`src/hdl/srp_params.svh`:
```
// constants shared by both ends of the serial register port
`ifndef SRP_PARAMS_SVH
`define SRP_PARAMS_SVH
`define SRP_FRAME_BITS 24
`define SRP_HDR_BITS 16
`define SRP_ADDR_W 15
`define SRP_BYTE_W 8
`define SRP_HDR_LAST 4'hf
`define SRP_BIT_LAST 3'h7
`define SRP_OP_READ 1'b1
`define SRP_OP_WRITE 1'b0
`define SRP_SCLK_PERIOD_NS 200
`define SRP_SYS_PERIOD_NS 25
`define SRP_HALF_CYC ((`SRP_SCLK_PERIOD_NS / 2) / `SRP_SYS_PERIOD_NS)
`define SRP_MEM_AW 6
`define SRP_LEN_W 4
`define SRP_CNT_W 12
`endif

```
`src/hdl/srp_pkg.sv`:
```
// types shared by both ends of the serial register port
`include "srp_params.svh"
package srp_pkg;
    typedef logic [`SRP_ADDR_W-1:0] srp_addr_t;
    typedef logic [`SRP_BYTE_W-1:0] srp_byte_t;
    // device frame phases, gray along idle -> header -> data -> hold
    typedef enum logic [1:0] {
        SRP_D_IDLE = 2'b00,
        SRP_D_HDR = 2'b01,
        SRP_D_DATA = 2'b11,
        SRP_D_HOLD = 2'b10
    } srp_dev_state_t;
    // host frame phases, gray along idle -> setup -> run -> end
    typedef enum logic [1:0] {
        SRP_H_IDLE = 2'b00,
        SRP_H_SETUP = 2'b01,
        SRP_H_RUN = 2'b11,
        SRP_H_END = 2'b10
    } srp_host_state_t;
endpackage

```
`src/hdl/srp_if.sv`:
```
// four-wire serial link between host and device
`timescale 1ns/1ps
interface srp_if;
    logic sclk;        // serial clock, made by the host
    logic port_select_n; // frame select, active low
    logic port_serial_in; // host to device data
    logic sdo_out;     // device data out value
    logic sdo_oe;      // device drives serial out
    wire port_serial_out; // serial out line as the host sees it
    // a released line reads low; the host only samples it in data bits
    assign port_serial_out = sdo_oe & sdo_out;
    modport device (
        input sclk,
        input port_select_n,
        input port_serial_in,
        output sdo_out,
        output sdo_oe
    );
    modport host (
        output sclk,
        output port_select_n,
        output port_serial_in,
        input port_serial_out
    );
endinterface

```
`src/hdl/srp_sync.sv`:
```
// two-flop synchroniser with edge detection for pin inputs
`timescale 1ns/1ps
module srp_sync #(
    parameter int W = 1
) (
    input wire logic clk_sys, // system clock
    input wire logic rst, // async reset, active high
    input wire logic [W-1:0] async_in, // pins from outside the domain
    output logic [W-1:0] level, // synchronised level
    output logic [W-1:0] rise, // one-cycle pulse on rising edge
    output logic [W-1:0] fall // one-cycle pulse on falling edge
);
    logic [W-1:0] meta;
    logic [W-1:0] prev;
    // first flop feeds only the second; edges compare flop two and three
    always_ff @(posedge clk_sys or posedge rst) begin
        if (rst) begin
            meta <= '0;
            level <= '0;
            prev <= '0;
        end else begin
            meta <= async_in;
            level <= meta;
            prev <= level;
        end
    end
    assign rise = level & ~prev;
    assign fall = ~level & prev;
endmodule

```
`src/hdl/srp_device.sv`:
```
// device end of the serial register port with its register store
`timescale 1ns/1ps
`include "srp_params.svh"
module srp_device #(
    parameter int MEM_AW = `SRP_MEM_AW
) (
    input wire logic clk_sys, // system clock
    input wire logic rst, // async reset, active high
    srp_if.device link, // serial link
    input wire logic address_step_up, // 1: stream ascends, 0: descends
    input wire logic address_hold, // 1: no streaming past first byte
    output srp_pkg::srp_byte_t wr_data, // byte just written
    output srp_pkg::srp_addr_t wr_addr, // address just written
    output logic wr_strobe, // one-cycle pulse per stored byte
    output logic frame_active // select seen low
);
    import srp_pkg::*;

    // ********************************
    // pin synchronisation
    // ********************************
    logic [2:0] pin_level;
    logic [2:0] pin_rise;
    logic [2:0] pin_fall;
    logic sclk_rise;
    logic sclk_fall;
    logic sel_n;
    logic sdi_bit;

    // clock is sampled, not used as a clock: any rate below sys/8 works
    srp_sync #(.W(3)) u_sync (
        .clk_sys(clk_sys),
        .rst(rst),
        .async_in({link.sclk, ~link.port_select_n, link.port_serial_in}),
        .level(pin_level),
        .rise(pin_rise),
        .fall(pin_fall)
    );
    assign sclk_rise = pin_rise[2];
    assign sclk_fall = pin_fall[2];
    // select is synchronised active high so that the flops' reset value
    // reads as deselected; otherwise a false frame would follow reset
    assign sel_n = ~pin_level[1];
    assign sdi_bit = pin_level[0];

    // ********************************
    // frame sequencing
    // ********************************
    srp_dev_state_t state;
    logic [3:0] hdr_cnt;
    logic [14:0] hdr_sh;
    logic [2:0] bit_cnt;
    logic [6:0] data_sh;
    logic op_read;
    srp_addr_t addr;
    srp_byte_t out_byte;
    logic byte_done;
    srp_addr_t next_addr;
    srp_byte_t mem [2**MEM_AW];

    // a byte completes on the eighth sampled rise of the data phase
    assign byte_done = (state == SRP_D_DATA) && sclk_rise && (bit_cnt == `SRP_BIT_LAST);
    // streaming walks the address one byte at a time
    assign next_addr = address_step_up ? addr + 1'b1 : addr - 1'b1;

    // past idle, state only moves on sampled rises or on deselect, so a stopped clock holds it
    always_ff @(posedge clk_sys or posedge rst) begin
        if (rst) begin
            state <= SRP_D_IDLE;
        end else if (sel_n) begin
            state <= SRP_D_IDLE;
        end else begin
            case (state)
                SRP_D_IDLE: begin
                    state <= SRP_D_HDR;
                end
                SRP_D_HDR: begin
                    if (sclk_rise && hdr_cnt == `SRP_HDR_LAST) begin
                        state <= SRP_D_DATA;
                    end
                end
                SRP_D_DATA: begin
                    if (byte_done && address_hold) begin
                        state <= SRP_D_HOLD;
                    end
                end
                SRP_D_HOLD: begin
                    state <= SRP_D_HOLD;
                end
                default: begin
                    state <= SRP_D_IDLE;
                end
            endcase
        end
    end

    // header shifter: flag then fifteen address bits, msb first
    always_ff @(posedge clk_sys or posedge rst) begin
        if (rst) begin
            hdr_cnt <= '0;
            hdr_sh <= '0;
        end else if (state != SRP_D_HDR) begin
            hdr_cnt <= '0;
        end else if (sclk_rise) begin
            hdr_cnt <= hdr_cnt + 1'b1;
            hdr_sh <= {hdr_sh[13:0], sdi_bit};
        end
    end

    // data byte counter and address, reloaded at end of header
    always_ff @(posedge clk_sys or posedge rst) begin
        if (rst) begin
            bit_cnt <= '0;
            data_sh <= '0;
            op_read <= `SRP_OP_WRITE;
            addr <= '0;
        end else if (state == SRP_D_HDR && sclk_rise && hdr_cnt == `SRP_HDR_LAST) begin
            op_read <= hdr_sh[14];
            addr <= {hdr_sh[13:0], sdi_bit};
            bit_cnt <= '0;
        end else if (state == SRP_D_DATA && sclk_rise) begin
            bit_cnt <= bit_cnt + 1'b1;
            data_sh <= {data_sh[5:0], sdi_bit};
            if (byte_done) begin
                addr <= next_addr;
            end
        end
    end

    // register store; multi-byte values sit lsb first at rising addresses
    always_ff @(posedge clk_sys or posedge rst) begin
        if (rst) begin
            for (int i = 0; i < 2**MEM_AW; i++) begin
                mem[i] <= '0;
            end
        end else if (byte_done && !op_read) begin
            mem[addr[MEM_AW-1:0]] <= {data_sh, sdi_bit};
        end
    end

    // read byte latched at header end and again at each stream step
    always_ff @(posedge clk_sys or posedge rst) begin
        if (rst) begin
            out_byte <= '0;
        end else if (state == SRP_D_HDR && sclk_rise && hdr_cnt == `SRP_HDR_LAST) begin
            out_byte <= mem[{hdr_sh[MEM_AW-2:0], sdi_bit}];
        end else if (byte_done) begin
            out_byte <= mem[next_addr[MEM_AW-1:0]];
        end
    end

    // ********************************
    // serial output
    // ********************************
    // new bit after each falling edge gives the host a full half period
    always_ff @(posedge clk_sys or posedge rst) begin
        if (rst) begin
            link.sdo_out <= 1'b0;
            link.sdo_oe <= 1'b0;
        end else if (sel_n || state != SRP_D_DATA || !op_read) begin
            link.sdo_out <= 1'b0;
            link.sdo_oe <= 1'b0;
        end else if (sclk_fall) begin
            link.sdo_out <= out_byte[~bit_cnt];
            link.sdo_oe <= 1'b1;
        end
    end

    // ********************************
    // user side
    // ********************************
    // strobe only on a completed byte, so a byte cut short by deselect stores nothing
    always_ff @(posedge clk_sys or posedge rst) begin
        if (rst) begin
            wr_strobe <= 1'b0;
            wr_addr <= '0;
            wr_data <= '0;
            frame_active <= 1'b0;
        end else begin
            wr_strobe <= byte_done && !op_read;
            frame_active <= !sel_n;
            if (byte_done && !op_read) begin
                wr_addr <= addr;
                wr_data <= {data_sh, sdi_bit};
            end
        end
    end
endmodule

```
`src/flat_wrapper.sv`:
```
// flat-port wrapper written by rule: the top's interface ports become plain ports
module srp_device_flat import srp_pkg::*;
#(
    parameter int MEM_AW = `SRP_MEM_AW
)
  (clk_sys, rst, address_step_up, address_hold, wr_data, wr_addr, wr_strobe, frame_active, link_sclk, link_port_select_n, link_port_serial_in, link_sdo_out, link_sdo_oe);
  srp_if link_i ();
  input wire logic clk_sys;
  input wire logic rst;
  input wire logic address_step_up;
  input wire logic address_hold;
  output srp_pkg::srp_byte_t wr_data;
  output srp_pkg::srp_addr_t wr_addr;
  output logic wr_strobe;
  output logic frame_active;
  input wire logic [$bits(link_i.sclk)-1:0] link_sclk;
  input wire logic [$bits(link_i.port_select_n)-1:0] link_port_select_n;
  input wire logic [$bits(link_i.port_serial_in)-1:0] link_port_serial_in;
  output wire logic [$bits(link_i.sdo_out)-1:0] link_sdo_out;
  output wire logic [$bits(link_i.sdo_oe)-1:0] link_sdo_oe;
  assign link_i.sclk = link_sclk;
  assign link_i.port_select_n = link_port_select_n;
  assign link_i.port_serial_in = link_port_serial_in;
  assign link_sdo_out = link_i.sdo_out;
  assign link_sdo_oe = link_i.sdo_oe;
  srp_device #(.MEM_AW(MEM_AW)) u_core (.clk_sys(clk_sys), .rst(rst), .link(link_i), .address_step_up(address_step_up), .address_hold(address_hold), .wr_data(wr_data), .wr_addr(wr_addr), .wr_strobe(wr_strobe), .frame_active(frame_active));
endmodule
```
`config.mk`:
```
export PLATFORM = sky130hd
export DESIGN_NAME = srp_device_flat
export DESIGN_NICKNAME = d
export VERILOG_FILES = /design/src/hdl/srp_pkg.sv /design/src/hdl/srp_if.sv /design/src/hdl/srp_sync.sv /design/src/hdl/srp_device.sv /design/src/flat_wrapper.sv
export VERILOG_INCLUDE_DIRS = /design/src /design/src/hdl
export SDC_FILE = /design/constraint.sdc
export NUM_CORES = 1
export LEC_CHECK = 0
export BUFFER_PORTS_ARGS = -buffer_cell sky130_fd_sc_hd__buf_4
export CORE_ASPECT_RATIO = 0.9
export CORE_MARGIN = 2
export CORE_UTILIZATION = 63
export DETAILED_ROUTE_END_ITERATION = 8
export GPL_TIMING_DRIVEN = 0
export PLACE_DENSITY = 0.83
export SYNTH_ARGS = -nofsm -noshare
export SYNTH_HDL_FRONTEND = slang
export SYNTH_SLANG_ARGS = --single-unit
```
`constraint.sdc`:
```
create_clock -name clk_sys -period 45 [get_ports clk_sys]
set_input_delay 2.25 -clock clk_sys [delete_from_list [all_inputs] [get_ports clk_sys]]
set_output_delay 2.25 -clock clk_sys [all_outputs]
set_load 0.01 [all_outputs]
```
== After elaboration in Yosys (flattened, before gate mapping) ==
Index checks and enable logic that the tools add are counted.

* $add $sub $neg: 4
* $lt $le $gt $ge: 5
* Equality and inequality tests: 9
* Muxes and demuxes: 29
* Bitwise operators: 12
* Reductions and logical operators: 20

{| class="wikitable"
|+ Operator list
! kind !! count
|-
| 512-bit bitwise mux || 1
|-
| 8-bit binary-select mux with 6-bit select || 2
|-
| 15-bit two-way mux || 4
|-
| 8-bit two-way mux || 7
|-
| 8-bit demux with 6-bit select || 1
|-
| 7-bit greater-or-equal comparator, second input constant || 3
|-
| 6-bit inverter with 7-bit output || 3
|-
| 15-bit by 1-bit adder with 15-bit output, second input constant || 1
|-
| 15-bit by 1-bit subtractor with 15-bit output, second input constant || 1
|-
| 3-bit inverter || 3
|-
| 1-bit logical AND || 8
|-
| 4-bit two-way mux || 2
|-
| 2-bit one-hot mux with 4 select lines || 1
|-
| 2-bit AND reduction || 4
|-
| 2-bit nonzero test || 4
|-
| 7-bit by 1-bit < comparator with 1-bit output, second input constant || 1
|-
| 3-bit bitwise AND || 2
|-
| 2-bit two-way mux || 3
|-
| 3-bit two-way mux || 2
|-
| 1-bit two-way mux || 5
|-
| 4-bit by 1-bit adder with 4-bit output, second input constant || 1
|-
| 2-bit == test, second input constant || 2
|-
| 4-bit == test, second input constant || 1
|-
| 3-bit by 4-bit < comparator with 1-bit output, second input constant || 1
|-
| 12 further kinds || 16
|}

* Register bits: 603
* Input bits: 7
* Output and inout bits: 27
* Logic and storage cells: 160

== Logic depth before layout (Yosys ltp) ==
Gate-level depths: netlist of run 1.

* Depth after elaboration: 8
* Depth in mapped cells: 11
* Gate-level depth less buffers: 9

== Cells and area by module ==
A second synthesis of run 1 with hierarchy kept.

* Cell total of the unflattened synthesis: 2199
* Area total of the unflattened synthesis: 31865.6 µm²

{| class="wikitable"
|+ By module, submodules not included
! module !! times used !! cells an instance !! area each (µm²) !! sequential area each (µm²)
|-
| srp_device || 1 || 2183 || 31584.0 || 14864.3
|-
| srp_sync || 1 || 16 || 281.5 || 225.2
|}

== Worst setup path before layout of run 1 ==
OpenSTA, ideal clock, no wires.

* Path type: input-to-reg
* Start: input port address_step_up
* End: register u_core.out_byte[7]
* Data arrival time: 5.171 ns
* Required time: 44.873 ns
* Slack: 39.702 ns
* Cell stages on the path: 10
* Path buffers: 3
* Cell sequence: inv_1 > fa_1 > buf_4 > buf_2 > clkbuf_1 > mux4_2 > mux4_2 > mux2i_1 > o22ai_1 > or2_2

* Longest elaborated chain between the ends: 7

{| class="wikitable"
|+ RTL lines
! what !! RTL line !! RTL
|-
| start: declaration || flat_wrapper.sv:10 || <nowiki>input wire logic address_step_up;</nowiki>
|-
| 15-bit two-way mux || srp_device.sv:64 || <nowiki>assign next_addr = address_step_up ? addr + 1'b1 : addr - 1'b1;</nowiki>
|-
| 6-bit inverter with 7-bit output (not written as such) || srp_device.sv:148 || <nowiki>out_byte <= mem[next_addr[MEM_AW-1:0]];</nowiki>
|-
| 8-bit binary-select mux with 6-bit select || srp_device.sv:148 ||
|-
| 8-bit two-way mux (not written as such) (2 in a row) || srp_device.sv:148 ||
|-
| 8-bit two-way mux || srp_device.sv:147 || <nowiki>end else if (byte_done) begin</nowiki>
|-
| 8-bit two-way mux || srp_device.sv:145 || <nowiki>end else if (state == SRP_D_HDR && sclk_rise && hdr_cnt == `SRP_HDR_LAST) begin</nowiki>
|-
| end signal: assignment || srp_device.sv:146 || <nowiki>out_byte <= mem[{hdr_sh[MEM_AW-2:0], sdi_bit}];</nowiki>
|-
| end signal: assignment || srp_device.sv:148 ||
|-
| end: declaration || srp_device.sv:56 || <nowiki>srp_byte_t out_byte;</nowiki>
|}

Every way passes these cells. The select of a mux whose other input is x is not followed.
A chain may end at the register's enable or synchronous reset.

== Worst setup path in the final report of run 1 ==
* Start: input port address_step_up
* End: register u_core.out_byte[6]

Same word-level chain as after synthesis.

==> results.sh, run 1 <==
export IMPL_synth_common_cells="601 x dfrtp_1, 537 x mux2_2, 309 x mux4_2"
export IMPL_synthTopCellsByArea="dfrtp_1 48%, mux4_2 22%, mux2_2 19%"
export IMPL_finClkSkew_ps=14.52
export IMPL_ys_types=62
export IMPL_synth_seq_cells=601
export IMPL_syn_to_final_growth_pct=10.23
export IMPL_drcViolationCount=0
export IMPL_synth_top_cell_area_share_pct=47.61
export IMPL_cts_sinks=601
export IMPL_avgSynthCellArea_um2=15.34
export IMPL_cap_violations=1
export IMPL_cts_hold_buf=0
export IMPL_cp_arrival_ps=7120
export IMPL_final_cells=2887
export IMPL_hold_path_class="reg2reg"
export IMPL_drt_first_pass_iters=6
export IMPL_fp_dieH_um=216.4
export IMPL_hold_ws_ps=358.9
export IMPL_route_met3_wl_um=16570
export IMPL_htree_levels=2
export IMPL_via_per_inst=7.559
export IMPL_yosysMostFrequentCell="dfrtp_1"
export IMPL_cts_resized=0
export IMPL_ant_nets=0
export IMPL_cts_setup_buffers=0
export IMPL_max_freq_mhz=151.3
export IMPL_dpl_cell_count=2768
export IMPL_grt_usage_pct=42.86
export IMPL_num_vias=21820
export IMPL_timing_final_crit_period_ps=6610
export IMPL_die_area_um2=51960
export IMPL_worstSetupPathType="in2reg"
export IMPL_initial_core_util_pct=64.04
export IMPL_clock_latency_ps=660
export IMPL_synth_nets=2084
export IMPL_ys_seq_area_share_pct=47.61
export IMPL_fin_setup_tns_ps=0
export IMPL_setup_violations=0
export IMPL_coreArea_um2=49330
export IMPL_rows=77
export IMPL_fp_dieW_um=240.0
export IMPL_grt_max_degree=140
export IMPL_worstSetupEndpointType="flip-flop"
export IMPL_rsz0062_at_grt="false"
export IMPL_hold_viol=0
export IMPL_pwr_density_cell_nw_per_um2=34.78
export IMPL_cts_made_buffers=60
export IMPL_io_buffers=33
export IMPL_top_layer_used="met5"
export IMPL_post_drt_wl_per_cell_um=37.40
export IMPL_path_max_fanout=16
export IMPL_leakagePower_nw=15.95
export IMPL_ys_warnings_count=0
export IMPL_antenna_found_initial=5
export IMPL_crit_required_ps=45510
export IMPL_dr_wl_met2_um=46010
export IMPL_worst_pin_slew_ps=1501
export IMPL_cts_tree="built"
export IMPL_gr_total_overflow=0
export IMPL_violations="capacitance limit, slew limit"
export IMPL_synth_edf_count=0
export IMPL_clock_root_buffer="clkbuf_16"
export IMPL_postRouteWirelength_um=108000
export IMPL_crit_path_start_kind="input pin"
export IMPL_detailed_place_hpwl_um=73050
export IMPL_clkSlewWorstSetupHoldPaths_ps=70
export IMPL_irDropWorstVdd_mv=0.03810
export IMPL_min_period_over_period_pct=14.69
export IMPL_yosysTopAreaCell="dfrtp_1"
export IMPL_finalPower_mw=1.211
export IMPL_drt_iter0_drc=3114
export IMPL_clk_path_buf_depth=3
export IMPL_syn_cell_area_um2=31590
export IMPL_relSlewSlack_pct=-0.6288
export IMPL_r2r_setup_slack_ps=39950
export IMPL_grt_pass1_vias=21980
export IMPL_async_flop_share_pct=100.0
export IMPL_io_pins=34
export IMPL_fin_nets=2183
export IMPL_netlist_instances=2060
export IMPL_drt_met1_wl_um=37720
export IMPL_grt_pass1_wl_um=154400
export IMPL_status="finished with violations"
export IMPL_gp_congestion=1.015
export IMPL_drv_slew=9
export IMPL_synth_ff_type="dfrtp_1"
export IMPL_drive_above_1_share_pct=49.34
==> where the power goes <==
group	switching (mW)	internal (mW)	total (mW)
clock network	0.226	0.292	0.519
registers	0.00456	0.544	0.549
logic	0.102	0.0418	0.144
total	0.333	0.878	1.21
==> cells by family after synthesis <==
kind of cell,synth area share (%)
adder cells (fa/ha/maj),0.6971
AO/OA/AOI/OAI,1.972
XOR/XNOR,0.4396
multiplexers,42.60
buffers and inverters,2.566
AND/OR/NAND/NOR,4.123
flip-flops,47.61
==> layer usage <==
layer / track usage, % / vias up
met5: 0.1894 / -
li1: - / 8124
met2: 59.17 / 1781
met4: 25.76 / 2
met3: 18.94 / 448
met1: 56.26 / 11470
==> area by class of cell <==
class / instances / area, um2
Antenna cell: 5 / 12.51
Inverter: 9 / 41.29
Clock inverter: 25 / 220.2
Fill cell: 3206 / 14500
Sequential cell: 601 / 15040
Multi-Input combinational cell: 1286 / 15740
Clock buffer: 89 / 1792
Timing Repair Buffer: 37 / 357.8
Tap cell: 671 / 839.6
Buffer: 164 / 779.5
==> worst paths after layout <==
path                                       startpoint                      to  depth (start not counted)
worst min-delay path            u_core.u_sync.meta[0]  u_core.u_sync.level[0]                          0
worst max-delay path                  address_step_up      u_core.out_byte[6]                         11
worst min register to register  u_core.u_sync.meta[0]  u_core.u_sync.level[0]                          0
min in group asynchronous                         rst         u_core.mem[264]                          2
worst max register to register         u_core.addr[1]      u_core.out_byte[6]                          9
max in group asynchronous                         rst         u_core.mem[126]                          3
==> worst max-delay path: stages <==
cell	delay [ps]
buf_4	90
inv_1	260
fa_1	770
buf_4	310
buf_4	320
buf_2	590
clkbuf_1	850
mux4_2	460
mux4_2	470
mux2i_1	470
o221ai_1	230
==> per-stage QoR <==
step / utilization [%] / area (um2) / setup WS, ps
final: 70.60 / 34820 / 38390
after CTS: 70.57 / 34810 / 38690
after floorplan: - / 31590 / 25930
after detailed placement: 66.49 / 32800 / 38040
after global placement: 66.25 / 32680 / 20330
after global routing: 70.57 / 34810 / 38390
==> state kept, by name (all words and copies together), names as in the netlist <==
name	cells
u_core.mem	512
u_core.addr	15
u_core.hdr_sh	15
u_core.wr_addr	15
u_core.out_byte	8
u_core.wr_data	8
u_core.data_sh	7
u_core.hdr_cnt	4
u_core.bit_cnt	3
u_core.u_sync.level	3
u_core.u_sync.meta	3
u_core.state	2
u_core.u_sync.prev	2
u_core.link.sdo_oe	1
u_core.link.sdo_out	1
u_core.op_read	1
u_core.wr_strobe	1
==> placed cells by master (no fill, tap or decap), types with 3 or more instances in the layout <==
cell type  count
dfrtp_1      601
o22ai_1        3
a31oi_1        4
ha_1          16
inv_1          6
mux2i_1       45
and3_1         6
mux4_2       309
nand3_1       16
a211oi_1       4
nor2b_1        7
a221oi_1       3
diode_2        5
xor2_1         9
buf_6          7
mux2_2       537
o21ai_0       16
nor3b_1        3
nand2_1      142
buf_4         51
nor3_1         8
nor2_1        30
nor2_2        29
or3_1          4
buf_1         12
buf_2         33
a32oi_1        3
xnor2_1        5
bufinv_16      3
clkinv_2      16
o211ai_1       4
a21oi_1       14
clkbuf_16     61
nand2b_1       6
clkbuf_1     104
buf_16         4
clkbuf_8      16
or2_2          4
a22oi_1       18
nand4_1        5
No activity file was read; power rests on OpenSTA's default activity.
==> run 2, diff against run 1 <==
Clock period 45 ns to 6.13 ns, I/O delays scaled along.
==> run 2 against run 1 <==
Against the previous run: the run still ends with capacitance limit, slew limit left; register-to-register slack got worse by 39000 ps; total power increased to 7.6 times the previous value; critical path depth shrank 2; sequential power increased to 7.3 times the previous value; first-iteration DRC count fell by 5.6%; cell count grew 0.52%; final area grew 1.3%; worst hold slack worse by 220 ps; clock skew rose by 19 ps; combinational power grew to 7.4 times the previous value; critical endpoint is now u_core.out_byte[0]; largest cell class unchanged.
==> results.sh, run 2 (synthesis results as in run 1) <==
export IMPL_cts_tree="built"
export IMPL_initial_core_util_pct=64.04
export IMPL_finClkSkew_ps=33.83
export IMPL_largest_reg_flops=512
export IMPL_fin_nets=2202
export IMPL_power_frac_clock_pct=44.6
export IMPL_timing_final_crit_period_ps=5078
export IMPL_critPathLaunch="u_core.addr[1]"
export IMPL_rsz0062_at_grt="false"
export IMPL_leakagePower_nw=16.16
export IMPL_ant_nets=0
export IMPL_dpl_cell_count=2781
export IMPL_status="finished with violations"
export IMPL_syn_to_final_growth_pct=11.68
export IMPL_path_max_fanout=10
export IMPL_grt_usage_pct=42.74
export IMPL_detailed_place_hpwl_um=72680
export IMPL_die_area_um2=51960
export IMPL_violations="capacitance limit, slew limit"
export IMPL_cp_arrival_ps=5610
export IMPL_final_cells=2902
export IMPL_grt_pass1_vias=22410
export IMPL_worst_pin_slew_ps=1531
export IMPL_htree_levels=2
export IMPL_min_path_cells=5
export IMPL_gp_congestion=1.004
export IMPL_setup_violations=0
export IMPL_crit_end="u_core.out_byte[0]"
export IMPL_post_drt_wl_per_cell_um=37.04
export IMPL_rows=77
export IMPL_min_period_over_period_pct=82.85
export IMPL_hold_path_class="in2reg"
export IMPL_layout_common_cells="601 x dfrtp_1, 537 x mux2_2, 309 x mux4_2"
export IMPL_grt_pass1_wl_um=154800
export IMPL_via_per_inst=7.586
export IMPL_drt_iter0_drc=2939
export IMPL_clkSlewWorstSetupHoldPaths_ps=70
export IMPL_cts_made_buffers=60
export IMPL_pwr_density_cell_nw_per_um2=260.7
export IMPL_cts_sinks=601
export IMPL_clk_path_buf_depth=3
export IMPL_num_vias=22020
export IMPL_fp_dieH_um=216.4
export IMPL_drive_above_1_share_pct=49.80
export IMPL_fp_dieW_um=240.0
export IMPL_p_sw_mw=2.446
export IMPL_crit_required_ps=6660
export IMPL_clock_latency_ps=660
export IMPL_clock_root_buffer="clkbuf_16"
export IMPL_io_pins=34
export IMPL_drcViolationCount=0
export IMPL_crit_path_start_kind="flip-flop"
export IMPL_postRouteWirelength_um=107500
export IMPL_p_int_mw=6.750
export IMPL_power_frac_comb_pct=11.6
export IMPL_worstSetupEndpointType="flip-flop"
export IMPL_r2r_end="u_core.out_byte[0]"
export IMPL_irDropWorstVdd_mv=0.2272
export IMPL_pwr_share_seq_pct=43.8
export IMPL_r2r_setup_slack_ps=1050
export IMPL_r2r_start="u_core.addr[1]"
export IMPL_fin_setup_tns_ps=0
export IMPL_grt_max_degree=45
export IMPL_coreArea_um2=49330
export IMPL_gr_total_overflow=0
export IMPL_max_freq_mhz=196.9
export IMPL_ff2ff_path_depth=9
export IMPL_final_common_cell="dfrtp_1"
export IMPL_io_buffers=33
export IMPL_p_sw_share_pct=26.60
export IMPL_antenna_found_initial=3
export IMPL_drv_slew=11
export IMPL_worstSetupPathType="reg2reg"
export IMPL_drt_first_pass_iters=6
export IMPL_relSlewSlack_pct=-2.088
export IMPL_largest_register="u_core.mem"
export IMPL_cap_violations=1
export IMPL_hold_viol=0
## run 2: cell count changes in the layout (fill, tap and decap cells not counted), moves of 2 or more
cell,before,now
clkinv_4,2,0
clkinv_2,16,14
bufinv_16,3,10
dlygate4sd3_1,0,5
buf_12,0,16
buf_16,4,1
clkinvlp_4,2,4
clkbuf_1,104,95
## run 2: per-stage QoR
step / worst slack [ps] / hold WS [ps] / total power [mW] / util (%) / instance area, um2
4_1_cts: 1365 / 121.4 / 9.120 / 71.47 / 35250
2_1_floorplan: -2374 / 331.2 / 4.691 / - / 31600
5_1_grt: 1072 / 170.8 / 9.330 / 71.49 / 35270
3_3_place_gp: -5291 / 336.5 / 5.079 / 66.26 / 32680
6_report: 1052 / 136.9 / 9.196 / 71.53 / 35280
3_5_place_dp: 1125 / 334.7 / 5.110 / 66.96 / 33030
## run 2: final cells by class
cell class	instances	area (um2)
clock inverter	28	401.6
antenna	6	15.01
sequential	601	15040
fill	3067	14050
multi-input combinational	1286	15740
buffer	164	778.2
timing repair buffer	56	656.9
clock buffer	81	1772
tap	671	839.6
inverter	9	37.54
## run 2: worst max-delay path, cell delays in order, from the launching register on
cell      delay (ps)
dfrtp_1          500
fa_1             700
buf_4            330
buf_2            430
clkbuf_1        1040
mux4_2           520
mux4_2           470
mux2i_1          510
o22ai_1          160
a211o_1          260
## run 2: timing repair
action / 4_1_cts / 5_1_grt
hold endpoints to repair: 21 / 0
gates resized for setup: 0 / 0
hold buffers: 5 / 0
buffers inserted: 0 / 0
## run 2: worst min path at each step
stage,startpoint,to,slack [ps]
after floorplan,u_core.u_sync.meta[0],u_core.u_sync.level[0],330
after global placement,u_core.u_sync.meta[0],u_core.u_sync.level[0],340
after detailed placement,u_core.u_sync.meta[0],u_core.u_sync.level[0],330
after CTS,address_step_up,u_core.addr[14],120
after global routing,address_step_up,u_core.addr[14],170
final,address_step_up,u_core.addr[14],140
## run 2: power by group through the flow
stage | Combinational, mW | Clock [mW] | Sequential (mW)
2_1_floorplan | 0.601 | 0 | 4.09
3_3_place_gp | 0.975 | 0 | 4.10
3_5_place_dp | 1.01 | 0 | 4.10
4_1_cts | 1.02 | 4.07 | 4.03
5_1_grt | 1.08 | 4.23 | 4.03
6_report | 1.07 | 4.10 | 4.03
## run 2: per-layer routing
metal	track usage, %	share of wire [%]
met5	1.705	0.12
met4	28.45	8.4
met3	21.02	16
met2	58.57	42
met1	53.62	34
